--- src/ecr_pkg.sv ---
// shared constants and types for the reload-type event counter channel
package ecr_pkg;

  localparam int unsigned ECR_COUNT_WIDTH = 16;
  localparam int unsigned ECR_PIN_COUNT   = 2;
  localparam int unsigned ECR_PIN_EVENT   = 0;
  localparam int unsigned ECR_PIN_DIR     = 1;

  localparam logic [ECR_COUNT_WIDTH-1:0] ECR_COUNT_RESET  = 16'h0000;
  localparam logic [ECR_COUNT_WIDTH-1:0] ECR_RELOAD_RESET = 16'h0000;
  localparam logic [ECR_COUNT_WIDTH-1:0] ECR_COUNT_MAX    = 16'hffff;

  typedef enum logic [1:0] {
    ECR_SRC_PIN_FALL = 2'h0,
    ECR_SRC_PIN_RISE = 2'h1,
    ECR_SRC_OVERFLOW = 2'h2
  } ecr_src_t;

  typedef enum logic {
    ECR_OVF_B_TIMER_TWO = 1'b0,
    ECR_OVF_NEIGHBOUR   = 1'b1
  } ecr_ovf_sel_t;

  typedef enum logic {
    ECR_DIR_FROM_FLAG = 1'b0,
    ECR_DIR_FROM_PIN  = 1'b1
  } ecr_dir_sel_t;

  typedef enum logic {
    ECR_STOPPED = 1'b0,
    ECR_RUNNING = 1'b1
  } ecr_state_t;

  // software control bits of the channel
  typedef struct packed {
    logic         startFlag;
    ecr_src_t     srcSel;
    ecr_ovf_sel_t ovfSel;
    ecr_dir_sel_t dirSel;
    logic         upFlag;
  } ecr_cfg_t;

endpackage

--- src/ecr_pin_sync.sv ---
// two-flop synchroniser with edge detection for the channel pins
module ecr_pin_sync #(
  parameter int unsigned WIDTH = 2
) (
  input  wire logic             clk,
  input  wire logic             reset_n,
  input  wire logic [WIDTH-1:0] pinIn,
  output logic      [WIDTH-1:0] level,
  output logic      [WIDTH-1:0] rise,
  output logic      [WIDTH-1:0] fall
);

  logic [WIDTH-1:0] stage1_q;
  logic [WIDTH-1:0] stage2_q;
  logic [WIDTH-1:0] prev_q;

  // only stage2_q reads stage1_q
  always_ff @(posedge clk) begin
    if (!reset_n) begin
      // pins idle high, so leaving reset makes no false edge
      stage1_q <= '1;
      stage2_q <= '1;
      prev_q   <= '1;
    end else begin
      stage1_q <= pinIn;
      stage2_q <= stage1_q;
      prev_q   <= stage2_q;
    end
  end

  assign level = stage2_q;
  assign rise  = stage2_q & ~prev_q;
  assign fall  = ~stage2_q & prev_q;

endmodule

--- src/ecr_event_counter.sv ---
// reload-type event counter channel with pin or timer-overflow count source
//
// Contract
// - start flag one counts falling or rising pin edges or overflow pulses, as selected
// - underflow reloads, keeps counting, sets request
// - overflow reloads, keeps counting, sets request
// - direction change applies at next edge
// - start flag zero stops and holds value
// - overflow source: b timer two or neighbour
// - direction from up flag or pin level
module ecr_event_counter
  import ecr_pkg::*;
#(
  parameter int unsigned COUNT_WIDTH = ECR_COUNT_WIDTH
) (
  input  wire logic                   clk,
  input  wire logic                   reset_n,
  input  wire ecr_cfg_t               cfg,
  input  wire logic                   reloadWe,
  input  wire logic [COUNT_WIDTH-1:0] reloadData,
  input  wire logic                   irqClear,
  input  wire logic                   eventInputPin,
  input  wire logic                   directionInputPin,
  input  wire logic                   bTimerTwoOvf,
  input  wire logic                   neighbourOvf,
  output logic      [COUNT_WIDTH-1:0] countValue,
  output logic                        irqReq,
  output logic                        overflowPulse,
  output logic                        running
);

  localparam logic [COUNT_WIDTH-1:0] CNT_ZERO = '0;
  localparam logic [COUNT_WIDTH-1:0] CNT_ONE  = COUNT_WIDTH'(1);
  localparam logic [COUNT_WIDTH-1:0] CNT_MAX  = '1;

  ecr_state_t             state_q;
  logic [COUNT_WIDTH-1:0] countValue_q;
  logic [COUNT_WIDTH-1:0] reloadValue_q;
  logic                   irqReq_q;
  logic                   overflowPulse_q;

  logic [ECR_PIN_COUNT-1:0] pinLevel;
  logic [ECR_PIN_COUNT-1:0] pinRise;
  logic [ECR_PIN_COUNT-1:0] pinFall;

  logic srcEdge;
  logic ovfSource;
  logic countDown;
  logic countEvent;
  logic wrapEvent;

  //////////////////////////////////////////////////////////////////////////////
  // pin synchronisers

  ecr_pin_sync #(
    .WIDTH (ECR_PIN_COUNT)
  ) u_pin_sync (
    .clk     (clk),
    .reset_n (reset_n),
    .pinIn   ({directionInputPin, eventInputPin}),
    .level   (pinLevel),
    .rise    (pinRise),
    .fall    (pinFall)
  );

  //////////////////////////////////////////////////////////////////////////////
  // count source and direction selection

  assign ovfSource = (cfg.ovfSel == ECR_OVF_NEIGHBOUR) ? neighbourOvf : bTimerTwoOvf;

  always_comb begin
    srcEdge = 1'b0;
    unique case (cfg.srcSel)
      ECR_SRC_PIN_FALL: srcEdge = pinFall[ECR_PIN_EVENT];
      ECR_SRC_PIN_RISE: srcEdge = pinRise[ECR_PIN_EVENT];
      ECR_SRC_OVERFLOW: srcEdge = ovfSource;
      default:          srcEdge = 1'b0;
    endcase
  end

  assign countDown = (cfg.dirSel == ECR_DIR_FROM_PIN) ? !pinLevel[ECR_PIN_DIR] : !cfg.upFlag;

  assign countEvent = (state_q == ECR_RUNNING) && srcEdge;
  assign wrapEvent  = countEvent &&
                      (countDown ? (countValue_q == CNT_ZERO) : (countValue_q == CNT_MAX));

  //////////////////////////////////////////////////////////////////////////////
  // run control

  always_ff @(posedge clk) begin
    if (!reset_n) begin
      state_q <= ECR_STOPPED;
    end else begin
      unique case (state_q)
        ECR_STOPPED: if (cfg.startFlag) begin
          state_q <= ECR_RUNNING;
        end
        ECR_RUNNING: if (!cfg.startFlag) begin
          state_q <= ECR_STOPPED;
        end
      endcase
    end
  end

  //////////////////////////////////////////////////////////////////////////////
  // reload register

  always_ff @(posedge clk) begin
    if (!reset_n) begin
      reloadValue_q <= ECR_RELOAD_RESET;
    end else if (reloadWe) begin
      reloadValue_q <= reloadData;
    end
  end

  //////////////////////////////////////////////////////////////////////////////
  // counter

  always_ff @(posedge clk) begin
    if (!reset_n) begin
      countValue_q <= ECR_COUNT_RESET;
    end else if (wrapEvent) begin
      countValue_q <= reloadValue_q;
    end else if (countEvent) begin
      countValue_q <= countDown ? countValue_q - CNT_ONE : countValue_q + CNT_ONE;
    end else if (reloadWe && state_q == ECR_STOPPED) begin
      // preset while stopped
      countValue_q <= reloadData;
    end
  end

  //////////////////////////////////////////////////////////////////////////////
  // interrupt request and overflow output

  always_ff @(posedge clk) begin
    if (!reset_n) begin
      irqReq_q <= 1'b0;
    end else if (wrapEvent) begin
      irqReq_q <= 1'b1;
    end else if (irqClear) begin
      irqReq_q <= 1'b0;
    end
  end

  always_ff @(posedge clk) begin
    if (!reset_n) begin
      overflowPulse_q <= 1'b0;
    end else begin
      overflowPulse_q <= wrapEvent;
    end
  end

  assign countValue    = countValue_q;
  assign irqReq        = irqReq_q;
  assign overflowPulse = overflowPulse_q;
  assign running       = (state_q == ECR_RUNNING);

  //////////////////////////////////////////////////////////////////////////////
  // assertions

  AST_START_RUNS: assert property (
    @(posedge clk) disable iff (!reset_n)
    (state_q == ECR_STOPPED && cfg.startFlag) |=> (state_q == ECR_RUNNING)
  ) else $error("start flag did not start the counter");

  AST_UP_COUNT: assert property (
    @(posedge clk) disable iff (!reset_n)
    (countEvent && !countDown && countValue_q != CNT_MAX)
      |=> (countValue_q == $past(countValue_q) + CNT_ONE)
  ) else $error("up count edge did not increment");

  AST_UNDERFLOW_RELOAD: assert property (
    @(posedge clk) disable iff (!reset_n)
    (countEvent && countDown && countValue_q == CNT_ZERO)
      |=> (countValue_q == $past(reloadValue_q)) && irqReq_q && overflowPulse_q
  ) else $error("underflow did not reload and request");

  AST_OVERFLOW_RELOAD: assert property (
    @(posedge clk) disable iff (!reset_n)
    (countEvent && !countDown && countValue_q == CNT_MAX)
      |=> (countValue_q == $past(reloadValue_q)) && irqReq_q && (state_q == ECR_RUNNING)
  ) else $error("overflow did not reload and continue");

  AST_DOWN_COUNT: assert property (
    @(posedge clk) disable iff (!reset_n)
    (countEvent && countDown && countValue_q != CNT_ZERO)
      |=> (countValue_q == $past(countValue_q) - CNT_ONE)
  ) else $error("down count edge did not decrement");

  AST_STOP_HOLDS: assert property (
    @(posedge clk) disable iff (!reset_n)
    (!cfg.startFlag && !reloadWe) [*2] |=> $stable(countValue_q)
  ) else $error("stopped counter changed value");

  AST_NEIGHBOUR_SOURCE: assert property (
    @(posedge clk) disable iff (!reset_n)
    (cfg.srcSel == ECR_SRC_OVERFLOW && state_q == ECR_RUNNING &&
     (cfg.ovfSel == ECR_OVF_NEIGHBOUR ? neighbourOvf : bTimerTwoOvf))
      |=> (countValue_q != $past(countValue_q)) || overflowPulse_q
  ) else $error("selected overflow source not counted");

  AST_OVF_UNSELECTED: assert property (
    @(posedge clk) disable iff (!reset_n)
    (cfg.srcSel == ECR_SRC_OVERFLOW && state_q == ECR_RUNNING &&
     !(cfg.ovfSel == ECR_OVF_NEIGHBOUR ? neighbourOvf : bTimerTwoOvf))
      |=> $stable(countValue_q)
  ) else $error("unselected overflow source was counted");

  AST_DIR_PIN: assert property (
    @(posedge clk) disable iff (!reset_n)
    (countEvent && cfg.dirSel == ECR_DIR_FROM_PIN &&
     countValue_q != CNT_ZERO && countValue_q != CNT_MAX)
      |=> (countValue_q == ($past(pinLevel[ECR_PIN_DIR]) ? $past(countValue_q) + CNT_ONE
                                                          : $past(countValue_q) - CNT_ONE))
  ) else $error("pin direction not followed");

  AST_IRQ_STICKY: assert property (
    @(posedge clk) disable iff (!reset_n)
    (irqReq_q && !irqClear) |=> irqReq_q
  ) else $error("request dropped without clear");

  AST_IRQ_CLEARS: assert property (
    @(posedge clk) disable iff (!reset_n)
    (irqClear && !wrapEvent) |=> !irqReq_q
  ) else $error("request not cleared");

  AST_STOPPED_IGNORES: assert property (
    @(posedge clk) disable iff (!reset_n)
    (state_q == ECR_STOPPED && !reloadWe) |=> $stable(countValue_q)
  ) else $error("stopped counter counted an edge");

endmodule

--- config.mk ---
export PLATFORM = sky130hd
export DESIGN_NAME = ecr_event_counter
export DESIGN_NICKNAME = d
export VERILOG_FILES = /design/src/ecr_pkg.sv /design/src/ecr_pin_sync.sv /design/src/ecr_event_counter.sv
export SDC_FILE = /design/constraint.sdc
export NUM_CORES = 1
export LEC_CHECK = 0
export BUFFER_PORTS_ARGS = -buffer_cell sky130_fd_sc_hd__clkbuf_2
export CORE_MARGIN = 3
export CORE_UTILIZATION = 60
export CTS_BUF_LIST = sky130_fd_sc_hd__clkbuf_4 sky130_fd_sc_hd__clkbuf_8 sky130_fd_sc_hd__clkbuf_16
export CTS_CLUSTER_DIAMETER = 150
export DETAILED_ROUTE_END_ITERATION = 8
export PLACE_DENSITY = 0.85
export SYNTH_ARGS = -nofsm -noshare
export SYNTH_HDL_FRONTEND = slang
export SYNTH_HIERARCHICAL = 1
export SYNTH_SLANG_ARGS = --single-unit
--- constraint.sdc ---
create_clock -name clk -period 8 [get_ports clk]
set_clock_uncertainty 0.1 [all_clocks]
set_input_delay 1.2 -clock clk [delete_from_list [all_inputs] [get_ports clk]]
set_output_delay 1.2 -clock clk [all_outputs]
set_load 0.03 [all_outputs]
==> results summary, run 1 <==
The kind of critical path is in -> reg. STA classifies the critical path startpoint as an input port. Once the clock tree was built, the setup fixing pass inserted 0 buffers. The highest ir drop seen on vdd came out at 115.7 uV. The count of final setup violators came out at 0. Using the TritonRoute via totals, the vias-per-cell ratio works out to 5.995. The total power divided by cell area came out at 165.1 nW/um^2. The aggregate routed wire length came out at 6.253 mm. The die covers 5275 sq um. CTS placed an instance of sky130_fd_sc_hd__clkbuf_8 at the clock tree root. The run finished with clean final reports.

Walking the worst path, the cells encountered are clkbuf_2 > mux2_2 > inv_1 > ha_1 > a21oi_1 > o211ai_1 > a211oi_2 > nand3_1 > a21oi_2 > mux2i_1 > o22ai_1. The post-layout net count is 395. The worst hold path terminates at u_pin_sync/level[0]. The origin of the worst min-delay path is u_pin_sync/stage1_q[0]. The number of detailed-routing iterations run before antenna repair is 5. 0 antenna diodes ended up in the layout. The tree built by TritonCTS fans out to 40 sinks. For the worst setup path, the data arrival time is 3.84 ns. The worst setup path is captured at a flop. The die span in x is 72.63 um.

The number of DRC markers after the initial detailed-route iteration came out at 178. The final count of pins violating max slew is 0. Counting instances, the worst hold path has a depth of 1. The worst slew margin relative to its limit came out at 30.69%. STA puts the critical path data required time at 8.08 ns.

The measured slew at the worst slew-check pin is 1.033 ns. The worst reg-to-reg setup slack came out at 5.00 ns. The number of CTS-inserted buffers came out at 5. The total of warnings raised by yosys came out at 6.

After detailed routing, the average wire length per cell comes to 15.71 um. The total overflow reported by the global router is 0. The maximum number of pins on one net before global-route repair is 45. The leakage power total is 1.344 nW. The number of nets still failing antenna checks after routing is 0. The die is 72.63 um tall. The CTS clock-pin slew for the worst setup and hold paths came out at 0.08 ns. Detailed placement finished with a half-perimeter wire length of 4.620 mm. The number of levels in the clock H-tree is 2.

Setup repair after global routing left no endpoint under its margin. The reg-to-reg endpoint is countValue[15]. The worst hold path belongs to the class reg -> reg.

The placer congestion estimate is 0.9674. The cell area after synthesis came out at 2664 sq um. The average footprint of a synthesized cell is 8.649 sq um.

The largest buffer count on any clock path is 2. The total via count after detailed routing came out at 2386. TritonCTS built the clock tree. Compared with the post-synthesis result, the final layout area differs by 11.84%.

The overall global routing resource usage is 24.98%. The worst hold slack is 0.3149 ns. The post-route setup TNS came out at 0 ns. The total of max-cap violations came out at 0. The fmax came out at 0.2660 GHz. The cell count of the worst reg-to-reg path is 10. For this configuration, the core starts out at a cell density of 64.28%. The later-pin clock latency in the skew report is 0.29 ns.

The peak fanout along the critical path came out at 16. The first global-routing pass estimated 10.47 mm of wire. Cells with a size suffix above 1 make up 19.83% of the layout. During placement, the flow inserted port buffers numbering 48.

The minimum period implied by the final worst setup slack is 3.760 ns. The net count of the mapped netlist is 355. The master of the slowest instance on the critical path is sky130_fd_sc_hd__inv_1.

The quantity of hold-fixing buffers added after cts is 0. In the routed design, unresolved DRC markers number 0. The post-route clock period utilization is 47.00%. The number of gates resized after cts came out at 0. Total power for the finished layout comes to 0.4919 mW. The number of core rows is 23. The number of antenna violations at the first check in global routing is 0.

In this run the critical register-to-register path is launched from u_pin_sync/level[1]. The number of hold violations in the final report is 0. The number of ports placed on the die boundary is 49. The total core area is 4144 sq um. Synthesis produced 308 cells.

The largest incremental delay on the critical path came out at 0.44 ns. The via count of the first global-routing pass came out at 2158.
[power by group]
part / total [mW] / internal (mW) / switching, mW
logic: 0.138 / 0.0573 / 0.0804
clock network: 0.129 / 0.0591 / 0.0702
registers: 0.225 / 0.211 / 0.0138
total: 0.492 / 0.328 / 0.164
[worst max-delay path: cells and delay by family]
kind | cells | cell delay [ns]
and+or+nand+nor | 1 | 0.15
muxes | 2 | 0.59
AOI/OAI and AO/OA | 5 | 0.96
buffers and inverters | 2 | 0.52
adders and majority gates | 1 | 0.41
[cells in the final DEF (no fill, tap or decap), drive strengths merged, types with 2 or more instances in the layout]
cell / count
nor2: 12
nor3: 4
mux2: 5
ha: 16
o2111ai: 2
a211oi: 10
nand3: 12
o21ai: 28
dfxtp: 40
o211ai: 4
xor2: 2
nand4: 5
clkbuf: 53
and2: 2
nand2b: 10
o311ai: 2
a21oi: 20
mux2i: 32
o21a: 5
and3: 4
nor4: 5
o22ai: 2
nor2b: 22
xnor2: 9
nand2: 22
inv: 7
[routing by layer]
metal  vias to the layer above  track usage, %  wire, um
met5                         -               0         0
met1                      1109           37.89      3127
li1                       1193               -         -
met2                        76           37.17      2692
met3                         8           3.581       381
met4                         0           6.148        52
[layout make-up]
| cell class | count | area, sq um |
|---|---|---|
| multi-input cells | 245 | 1760 |
| fillers | 344 | 1165 |
| flip-flops and latches | 40 | 800.8 |
| repair buffers | 49 | 247.7 |
| clock buffers | 5 | 68.82 |
| well taps | 50 | 62.56 |
| inverters | 7 | 26.28 |
| clock inverters | 2 | 12.51 |
[registers in the layout (all words and copies together), names as in the netlist]
name	count
countValue	16
reloadValue_q	16
u_pin_sync/level	2
u_pin_sync/stage1_q	2
irqReq	1
overflowPulse	1
running	1
u_pin_sync/prev_q	1
[worst max-delay path by stage]
stage	start	to	depth (start not counted)
6_report	cfg[1]	countValue[15]	11
5_1_grt	cfg[1]	countValue[15]	11
4_1_cts	cfg[1]	countValue[15]	11
3_5_place_dp	cfg[1]	countValue[15]	11
3_3_place_gp	cfg[1]	countValue[15]	11
2_1_floorplan	cfg[1]	countValue[15]	10
[through the flow]
stage	setup WS [ns]	instances	cell area (sq um)	util (%)
final	4.240	398	2979	71.89
after global routing	4.061	398	2979	71.89
after CTS	4.262	398	2979	71.89
after detailed placement	3.970	391	2898	69.93
after global placement	3.987	391	2898	69.93
after floorplan	4.420	308	2664	-
Power figures use the tool's default switching activity.
==> inputs of run 2 (changes only) <==
- CORE_UTILIZATION: 60 -> 51
- PLACE_DENSITY: 0.85 -> 0.77
- clock period: 8 -> 3.3 ns (I/O delays scaled with it)
==> results summary, run 2 (synthesis results as in run 1) <==
The number of nets still failing antenna checks after routing is 0. Clock tree synthesis inserted a total of 5 buffers. TritonCTS built the clock tree. The fmax is 0.3436 GHz.

The height of the chip came out at 78.27 um. Data on the critical path is required at its endpoint by 3.38 ns. In this run, post-CTS hold repair placed 0 buffers. In this run the core area contains 25 standard-cell rows. The number of hold violations in the final report is 0. Relative to the synthesized area, the layout overhead comes to 16.02%. The routed length per instance came out at 15.63 um. The detailed-placement wirelength estimate is 4.991 mm. The total via count after detailed routing came out at 2423.

The cell sitting at the root of the clock tree is a sky130_fd_sc_hd__clkbuf_8. The count of cells in the finished layout, fillers not included, comes to 422. In this run the number of H-tree levels came out at 2.

Cells with a size suffix above 1 make up 21.41% of the layout. The antenna diode count is 0. The remaining routing DRC violations came out at 0. The run finished with clean final reports. The top cell types in the final layout, fill and taps aside, are 48 x sky130_fd_sc_hd__clkbuf_2, 40 x sky130_fd_sc_hd__dfxtp_1, 32 x sky130_fd_sc_hd__mux2i_1.

Setup repair after global routing left no endpoint under its margin. The design area is 3090 sq um. At the end of routability-driven placement, the weighted congestion stood at 0.8923. The worst slew margin relative to its limit came out at 50.22%.

The number of post-CTS setup repair buffers came out at 0. The measured slew at the worst slew-check pin is 0.7467 ns. The CTS clock-pin slew for the worst setup and hold paths came out at 0.08 ns. The number of buffer cells added on primary ports is 48. The post-route core utilization came out at 63.33%.

The arrival time at the worst endpoint came out at 2.99 ns. The leakage power total came out at 1.398 nW. The overall global routing resource usage is 22.57%. The internal portion of the total power is 0.9218 mW. The total overflow reported by the global router came out at 0. Counting tap cells, the placed design contains a total of 414 instances. The post-route setup TNS is 0 ns. Of the total power, the clock network draws 32.9%. The total power divided by cell area came out at 427.8 nW/um^2. Of the total power, the share spent switching nets is 30.28%. The proportion of power drawn by combinational gates is 25.8%.

The kind of start point of the critical path is an input port. The sequential fraction of design power came out at 41.2%. The maximum number of pins on one net before global-route repair is 45. The first TritonRoute pass finished after 4 iterations. On the final layout, the worst hold slack is 0.2864 ns. In this run the power spent charging and discharging nets is 0.4003 mW. Along the worst path, the maximum fanout reaches 7.

The total of max-cap violations came out at 0. The first global-routing pass estimated 11.08 mm of wire. Gates resized during post-CTS repair numbered 0. The post-route clock period utilization is 88.20%. The number of sinks handled by clock tree synthesis is 40. The path class of the tightest hold or removal check is in -> reg. The most frequent standard cell in the layout excluding fill and tap cells is sky130_fd_sc_hd__clkbuf_2. For the finished layout, the period the worst path requires is 2.911 ns. The number of DRC markers after the initial detailed-route iteration is 217. The largest buffer count on any clock path came out at 2. Setup violations remaining at the end of the flow were counted as 0. The critical path is of the in -> reg type.

The worst setup path is captured at a flop. The via density per instance is 5.742. The core region is 4880 sq um. The placed cell area came out at 2964 sq um. The later-pin clock latency in the skew report is 0.29 ns.

The number of antenna violations at the first check in global routing came to 0. The final count of pins violating max slew is 0. The effective utilization at floorplan came out at 54.59%.

The die area is 6126 sq um. The via count of the first global-routing pass came out at 2295. For this design the top-level I/O count stands at 49. The post-layout net count is 401.

The highest ir drop seen on vdd came out at 276.1 uV. The routed design has 6.597 mm of wire. In this run the horizontal extent of the chip is 78.27 um.
-- run 2: changes by cell type in the layout (fill, tap and decap cells not counted), sizes merged --
| cell | previous run | this run |
|---|---|---|
| clkinvlp | 1 | 0 |
| bufinv | 0 | 1 |
| clkbuf | 53 | 55 |
| clkinv | 1 | 0 |
| buf | 1 | 7 |
-- run 2: power groups by stage --
stage | clock network, mW | logic (mW) | registers [mW]
after global routing | 0.468 | 0.376 | 0.549
final | 0.435 | 0.342 | 0.545
after detailed placement | 0 | 0.338 | 0.556
after global placement | 0 | 0.333 | 0.555
after CTS | 0.443 | 0.339 | 0.545
after floorplan | 0 | 0.223 | 0.575
-- run 2: area by class of cell --
class	count	area (sq um)
clock inverters	1	30.03
repair buffers	55	292.8
flip-flops and latches	40	800.8
fillers	444	1789
well taps	67	83.83
multi-input cells	245	1760
inverters	7	26.28
clock buffers	7	96.34
-- run 2: per-layer routing --
| metal | vias to the layer above | global-route usage, % | wire length, um |
|---|---|---|---|
| met5 | - | 0 | 0 |
| met4 | 0 | 6.294 | 65 |
| met3 | 8 | 3.670 | 402 |
| met2 | 79 | 34.50 | 2937 |
| met1 | 1127 | 32.72 | 3191 |
| li1 | 1209 | - | - |
-- run 2: final timing paths --
path	slack, ns	cells past startpoint	to	from
worst max-delay path	0.39	11	countValue[15]	cfg[1]
worst min-delay path	0.29	2	u_pin_sync/stage1_q[0]	eventInputPin
worst max register to register	0.44	10	countValue[15]	u_pin_sync/level[1]
worst min register to register	0.32	1	u_pin_sync/level[0]	u_pin_sync/stage1_q[0]
-- run 2: worst max-delay path: stages --
cell and delay (ns):
sky130_fd_sc_hd__clkbuf_2 0.08, sky130_fd_sc_hd__mux2_2 0.40, sky130_fd_sc_hd__inv_1 0.21, sky130_fd_sc_hd__ha_1 0.35
sky130_fd_sc_hd__a21oi_1 0.30, sky130_fd_sc_hd__o211ai_1 0.18, sky130_fd_sc_hd__a211oi_2 0.31, sky130_fd_sc_hd__nand3_1 0.13
sky130_fd_sc_hd__a21oi_2 0.21, sky130_fd_sc_hd__mux2i_1 0.21, sky130_fd_sc_hd__o22ai_1 0.11
-- run 2: stage by stage --
stage | worst slack (ns) | power (mW)
after floorplan | 0.4253 | 0.7979
after CTS | 0.4563 | 1.327
after global routing | 0.2834 | 1.393
after global placement | 0.1745 | 0.8883
after detailed placement | 0.1554 | 0.8941
final | 0.3895 | 1.322
